--- src/hdl/scd_pkg.sv ---
// shared constants, types and helpers of the system clock divider
package scd_pkg;

	// *****************************
	// register location and layout
	// *****************************
	localparam logic [7:0] SFR_ADDR = 8'hC7;
	localparam logic [7:0] REG_RESET = 8'h00;
	localparam int MODE_LSB = 4;
	localparam int MODE_MSB = 5;
	localparam int SEL_LSB = 0;
	localparam int SEL_MSB = 2;

	localparam logic [1:0] MODE_NORMAL = 2'h0;
	localparam logic [1:0] MODE_IMMEDIATE = 2'h1;
	localparam logic [1:0] MODE_DELAY = 2'h2;
	localparam logic [1:0] MODE_MANUAL = 2'h3;
	localparam logic [2:0] SEL_RESET = 3'h0;

	// *****************************
	// divider terminal counts (divisor minus one)
	// *****************************
	localparam int CNT_W = 12;
	localparam logic [11:0] TERM_DIV2 = 12'h001;
	localparam logic [11:0] TERM_DIV4 = 12'h003;
	localparam logic [11:0] TERM_DIV8 = 12'h007;
	localparam logic [11:0] TERM_DIV16 = 12'h00F;
	localparam logic [11:0] TERM_DIV32 = 12'h01F;
	localparam logic [11:0] TERM_DIV1024 = 12'h3FF;
	localparam logic [11:0] TERM_DIV2048 = 12'h7FF;
	localparam logic [11:0] TERM_DIV4096 = 12'hFFF;

	// *****************************
	// types
	// *****************************
	typedef enum logic [2:0] {
		ST_NORMAL,
		ST_IMMEDIATE,
		ST_DELAY_WAIT,
		ST_DELAY_DIV,
		ST_DELAY_WOKE,
		ST_MANUAL
	} scd_state_e;

	typedef struct packed {
		logic aux_pending;
		logic watchdog;
		logic ext1;
		logic ext0;
	} scd_wake_s;

	typedef struct packed {
		logic active;
		logic [2:0] sel;
	} scd_cfg_s;

	function automatic logic [11:0] term_count(input logic [2:0] sel);
		case (sel)
			3'h0: term_count = TERM_DIV2;
			3'h1: term_count = TERM_DIV4;
			3'h2: term_count = TERM_DIV8;
			3'h3: term_count = TERM_DIV16;
			3'h4: term_count = TERM_DIV32;
			3'h5: term_count = TERM_DIV1024;
			3'h6: term_count = TERM_DIV2048;
			default: term_count = TERM_DIV4096;
		endcase
	endfunction

endpackage

--- src/hdl/scd_tick_gen.sv ---
// clock enable generator that applies a new divisor only at a period boundary
`timescale 1ns/10ps
`default_nettype none
module scd_tick_gen (
	input wire logic clock,
	input wire logic rst,
	input wire scd_pkg::scd_cfg_s cfg_req,
	output logic clk_en,
	output scd_pkg::scd_cfg_s cfg_applied
);

	logic [11:0] cnt;
	logic boundary;

	// *****************************
	// period counter
	// *****************************
	// settings only change at the end of a whole period, so no shortened pulse
	assign boundary = !cfg_applied.active || (cnt == scd_pkg::term_count(cfg_applied.sel));

	always_ff @(posedge clock or posedge rst) begin
		if (rst) begin
			cnt <= 12'h000;
			cfg_applied <= '0;
		end else if (boundary) begin
			cnt <= 12'h000;
			cfg_applied <= cfg_req;
		end else begin
			cnt <= cnt + 12'h001;
		end
	end

	always_ff @(posedge clock or posedge rst) begin
		if (rst) begin
			clk_en <= 1'b1;
		end else begin
			clk_en <= boundary;
		end
	end
endmodule
`default_nettype wire

--- src/hdl/scd_top.sv ---
// system clock divider: divider register, divide mode sequencing and internal clock enable
//
// Behaviour
// - mode 00 passes the system clock undivided and is the reset state.
// - mode 01 divides at once and returns to undivided on an idle wakeup or a register write.
// - mode 10 with the millisecond interrupt enabled divides from the next tick to the one after.
// - mode 10 with that interrupt masked divides from the next tick until the tick after a wakeup.
// - mode 11 divides at once and only a register write ends it.
// - reading the mode field gives the mode actually in force, including automatic returns.
// - divisor codes 000 to 111 select 2, 4, 8, 16, 32, 1024, 2048 and 4096.
// - the divided enable drives every internal clock domain.
// - wakeups are enabled auxiliary interrupts plus watchdog and external sources picked by wake enables.
`timescale 1ns/10ps
`default_nettype none
module scd_top (
	input wire logic clock,
	input wire logic rst,
	input wire logic [7:0] sfr_addr,
	input wire logic sfr_wr,
	input wire logic [7:0] sfr_wdata,
	input wire logic sfr_rd,
	output logic [7:0] sfr_rdata,
	input wire logic ms_tick,
	input wire logic millisecond_tick_interrupt,
	input wire logic aux_interrupt_enable,
	input wire logic [2:0] idle_wake_enable,
	input wire scd_pkg::scd_wake_s wake_src,
	output logic int_clk_en,
	output logic divide_active
);

	scd_pkg::scd_state_e state;
	scd_pkg::scd_state_e next_state;
	scd_pkg::scd_cfg_s cfg_req;
	scd_pkg::scd_cfg_s cfg_applied;
	logic [2:0] div_sel;
	logic [1:0] mode_now;
	logic reg_wr;
	logic reg_rd;
	logic wake;
	logic tick_en;

	// *****************************
	// register access
	// *****************************
	assign reg_wr = sfr_wr && (sfr_addr == scd_pkg::SFR_ADDR);
	assign reg_rd = sfr_rd && (sfr_addr == scd_pkg::SFR_ADDR);

	always_ff @(posedge clock or posedge rst) begin
		if (rst) begin
			div_sel <= scd_pkg::SEL_RESET;
		end else if (reg_wr) begin
			div_sel <= sfr_wdata[scd_pkg::SEL_MSB:scd_pkg::SEL_LSB];
		end
	end

	function automatic logic [1:0] mode_of(input scd_pkg::scd_state_e st);
		case (st)
			scd_pkg::ST_IMMEDIATE: mode_of = scd_pkg::MODE_IMMEDIATE;
			scd_pkg::ST_DELAY_WAIT, scd_pkg::ST_DELAY_DIV, scd_pkg::ST_DELAY_WOKE: mode_of = scd_pkg::MODE_DELAY;
			scd_pkg::ST_MANUAL: mode_of = scd_pkg::MODE_MANUAL;
			default: mode_of = scd_pkg::MODE_NORMAL;
		endcase
	endfunction

	assign mode_now = mode_of(state);

	// read data is held until the next read of any kind
	always_ff @(posedge clock or posedge rst) begin
		if (rst) begin
			sfr_rdata <= scd_pkg::REG_RESET;
		end else if (reg_rd) begin
			sfr_rdata <= {2'h0, mode_now, 1'h0, div_sel};
		end else if (sfr_rd) begin
			sfr_rdata <= 8'h00;
		end
	end

	// *****************************
	// wakeup sources
	// *****************************
	assign wake = (aux_interrupt_enable && wake_src.aux_pending)
		|| (idle_wake_enable[2] && wake_src.watchdog)
		|| (idle_wake_enable[1] && wake_src.ext1)
		|| (idle_wake_enable[0] && wake_src.ext0);

	// *****************************
	// divide mode sequencing
	// *****************************
	// a register write always wins over a tick or wakeup in the same cycle
	always_comb begin
		next_state = state;
		if (reg_wr) begin
			case (sfr_wdata[scd_pkg::MODE_MSB:scd_pkg::MODE_LSB])
				scd_pkg::MODE_IMMEDIATE: next_state = scd_pkg::ST_IMMEDIATE;
				scd_pkg::MODE_DELAY: next_state = scd_pkg::ST_DELAY_WAIT;
				scd_pkg::MODE_MANUAL: next_state = scd_pkg::ST_MANUAL;
				default: next_state = scd_pkg::ST_NORMAL;
			endcase
		end else begin
			case (state)
				scd_pkg::ST_IMMEDIATE: begin
					if (wake) begin
						next_state = scd_pkg::ST_NORMAL;
					end
				end
				scd_pkg::ST_DELAY_WAIT: begin
					if (ms_tick) begin
						next_state = scd_pkg::ST_DELAY_DIV;
					end
				end
				scd_pkg::ST_DELAY_DIV: begin
					if (ms_tick && millisecond_tick_interrupt) begin
						next_state = scd_pkg::ST_NORMAL;
					end else if (wake && !millisecond_tick_interrupt) begin
						next_state = scd_pkg::ST_DELAY_WOKE;
					end
				end
				scd_pkg::ST_DELAY_WOKE: begin
					if (ms_tick) begin
						next_state = scd_pkg::ST_NORMAL;
					end
				end
				default: next_state = state;
			endcase
		end
	end

	always_ff @(posedge clock or posedge rst) begin
		if (rst) begin
			state <= scd_pkg::ST_NORMAL;
		end else begin
			state <= next_state;
		end
	end

	assign cfg_req = '{
		active: (state == scd_pkg::ST_IMMEDIATE) || (state == scd_pkg::ST_DELAY_DIV)
			|| (state == scd_pkg::ST_DELAY_WOKE) || (state == scd_pkg::ST_MANUAL),
		sel: div_sel
	};

	// *****************************
	// internal clock enable
	// *****************************
	scd_tick_gen u_tick_gen (
		.clock(clock),
		.rst(rst),
		.cfg_req(cfg_req),
		.clk_en(tick_en),
		.cfg_applied(cfg_applied)
	);

	// one enable feeds every internal domain, so a divider change moves them all together
	always_ff @(posedge clock or posedge rst) begin
		if (rst) begin
			int_clk_en <= 1'b1;
			divide_active <= 1'b0;
		end else begin
			int_clk_en <= tick_en;
			divide_active <= cfg_applied.active;
		end
	end
endmodule
`default_nettype wire

--- config.mk ---
export PLATFORM = sky130hd
export DESIGN_NAME = scd_top
export DESIGN_NICKNAME = d
export VERILOG_FILES = /design/src/hdl/scd_pkg.sv /design/src/hdl/scd_tick_gen.sv /design/src/hdl/scd_top.sv
export SDC_FILE = /design/constraint.sdc
export NUM_CORES = 1
export LEC_CHECK = 0
export ABC_AREA = 1
export BUFFER_PORTS_ARGS = -buffer_cell sky130_fd_sc_hd__buf_2
export CAP_MARGIN = 15
export CORE_MARGIN = 2
export CORE_UTILIZATION = 50
export CTS_BUF_LIST = sky130_fd_sc_hd__clkbuf_8
export CTS_CLUSTER_SIZE = 20
export DETAILED_ROUTE_END_ITERATION = 10
export PLACE_DENSITY = 0.76
export REMOVE_ABC_BUFFERS = 1
export SLEW_MARGIN = 20
export SYNTH_ARGS = -nofsm -noshare
export SYNTH_HDL_FRONTEND = slang
export SYNTH_SLANG_ARGS = --single-unit
--- constraint.sdc ---
create_clock -name clock -period 2.1 [get_ports clock]
set_input_delay 0.42 -clock clock [delete_from_list [all_inputs] [get_ports clock]]
set_output_delay 0.42 -clock clock [all_outputs]
set_load 0.1 [all_outputs]
==> impl_metrics.tcl <==
set metrics [dict create \
    ant_nets 0 \
    port_buffers 33 \
    cts.sinks 30 \
    setup-tns-final_ns 0 \
    initial_core_util 0.525 \
    finalSetupViolCount 0 \
    top_layer "met4" \
    run_status "completed" \
    min_period_over_period 0.779 \
    synth_area_per_cell_um2 7.60 \
    critPathBufInv 1 \
    p_leak_nw 0.976 \
    ys_ff_latch 30 \
    cts_tree "built" \
    clk_latency_ns 0.28 \
    slowest_stage "dfstp_2" \
    fill_cells 280 \
    yosys_warnings 0 \
    arrival_ns 1.22 \
    syn_inst 209 \
    ios 40 \
    hold_slack_ns 0.191 \
    yosys_most_used_dff "dfrtp_1" \
    dr_wl_met3_um 127 \
    dp.final_hpwl_um 2340 \
    post-cts-setup-buffers 0 \
    required_ns 1.68 \
    rows 20 \
    synth_edf_count 0 \
    ctsResizeCount 0 \
    hold_viol_final 0 \
    cts-hold-fix-buffers 0 \
    drt-total-wl_um 3080 \
    critPathKind "flop to output pin" \
    drc_errors 0 \
    crit_chain "buf_2" \
    async_flop_share 1.00 \
    yosysSeqAreaShare 0.474 \
    max_stage_delay_ns 0.52 \
    place.gp.congestion 0.790 \
    dieHeight_um 60.4 \
    grt.total_usage 0.208 \
    drt_pre_antenna_iters 4 \
    place_area_um2 1780 \
    layout_min_cycle_time_ns 1.64 \
    critPathCaptureType "output pin" \
    vdd_drop_max_mv 0.580 \
    route.met2.wl_um 1520 \
    die_w_um 60.4 \
    first_iter_violations 29 \
    antenna_cells 0 \
    grt_max_degree 31 \
    vias 1408 \
    cap_viol_max_count 0 \
    wl_per_cell_um 10.5 \
    antenna_found_initial 0 \
    final_nets 279 \
    finalMaxSlewViolations 0 \
    utilization 0.618 \
    grt_overflow_total 0 \
    rsz0062_at_grt "false" \
    viasPerCell 4.82 \
    wl_met1_um 1350 \
    grt_pass1_vias 1375 \
    die_area_um2 3650 \
    finalInstanceArea_um2 1870 \
    cp_max_fo 1 \
    drive_above_1_share 0.185 \
    grt_pass1_wl_um 5560 \
    syn-cell-area_um2 1590 \
    pwr_density_cell_nw_per_um2 653 \
    cp-start-kind "flop" \
    fmax_mhz 611 \
    synth_cell_types 22 \
    syn_to_final_growth_pct 17.7 \
    cts_root_buffer "clkbuf_8" \
    cts_buffers 5 \
    htreeDepth 2 \
    path_clk_slew_ns 0.07 \
    holdCritPathClass "primary input to async pin" \
    clk_path_buf_depth 2 \
    critPathTopFamily "flip-flops" \
    coreArea_um2 3030 \
    finClkSkew_ns 0.00592 \
]
## cells by family after synthesis
kind of cell / count (synthesis) / synth area share
AND/OR/NAND/NOR: 118 / 0.309
buffers and inverters: 31 / 0.0898
flip-flops: 30 / 0.474
AO/OA/AOI/OAI: 19 / 0.0654
XOR/XNOR: 8 / 0.0441
adder cells (fa/ha/maj): 2 / 0.0157
other: 1 / 0.00236
## power breakdown
part	internal (mW)	switching [mW]	leakage [nW]
clock network	0.259	0.214	0.0524
logic	0.0402	0.0940	0.539
registers	0.596	0.0191	0.385
total	0.895	0.327	0.976
## flip-flops by register name, summed over array words and instances (netlist names)
| register | flops |
|---|---|
| u_tick_gen.cnt | 12 |
| sfr_rdata | 5 |
| u_tick_gen.cfg_applied | 4 |
| div_sel | 3 |
| state | 3 |
| divide_active | 1 |
| int_clk_en | 1 |
| u_tick_gen.clk_en | 1 |
## synth_stat cells (3+ instances only)
cell | n | area [um^2]
buf_4 | 3 | 22.5
xor2_1 | 7 | 61.3
nand2_1 | 60 | 225
nor2_1 | 33 | 124
inv_1 | 26 | 97.6
dfrtp_1 | 28 | 701
o22ai_1 | 5 | 31.3
nand3_1 | 18 | 90.1
o21ai_0 | 11 | 55.1
## placed cells by master, fill, tap and decap left out, types with 2 or more instances in the layout
| cell | Yosys | final |
|---|---|---|
| dfstp_2 | 2 | 2 |
| inv_1 | 26 | 27 |
| o21ai_0 | 11 | 11 |
| xor2_1 | 7 | 7 |
| nor2_1 | 33 | 33 |
| nor3_1 | 2 | 2 |
| nand3_1 | 18 | 18 |
| a21oi_1 | 2 | 2 |
| ha_1 | 2 | 2 |
| buf_2 | 0 | 33 |
| conb_1 | 1 | 3 |
| dfrtp_1 | 28 | 28 |
| o22ai_1 | 5 | 5 |
| nand2_1 | 60 | 60 |
| clkbuf_8 | 0 | 6 |
## cell type report
class | count | area, um^2 | share of cell area
Clock buffer | 6 | 82.6 | 0.0441
Clock inverter | 2 | 8.76 | 0.00468
Inverter | 26 | 97.6 | 0.0522
Multi-Input combinational cell | 150 | 701 | 0.375
Sequential cell | 30 | 753 | 0.403
Tap cell | 44 | 55.1 | 0.0294
Timing Repair Buffer | 34 | 173 | 0.0923
## per-layer routing
layer	up-vias	GRT usage
met2	34	0.343
met5	-	0
met3	7	0.0448
li1	721	-
met1	646	0.251
met4	0	0.121
## path summary, 6_finish.rpt
kind,start,end,slack [ns],depth (start not counted)
worst min-delay path,rst,state[2],0.19,3
max in group asynchronous,rst,int_clk_en,1.59,3
worst max-delay path,int_clk_en,int_clk_en,0.46,1
worst min register to register,u_tick_gen.clk_en,int_clk_en,0.36,0
worst max register to register,u_tick_gen.cfg_applied[1],u_tick_gen.cfg_applied[3],0.59,9
min in group clock,sfr_wdata[2],div_sel[2],0.34,3
## through the flow
step	power (mW)	setup WS, ns	cells
6_report	1.22	0.464	292
5_1_grt	1.28	0.362	292
4_1_cts	1.23	0.454	292
3_5_place_dp	0.761	0.554	284
3_3_place_gp	0.756	0.568	284
2_1_floorplan	0.714	0.783	206
Note: power is estimated with default switching activity, not from simulation.
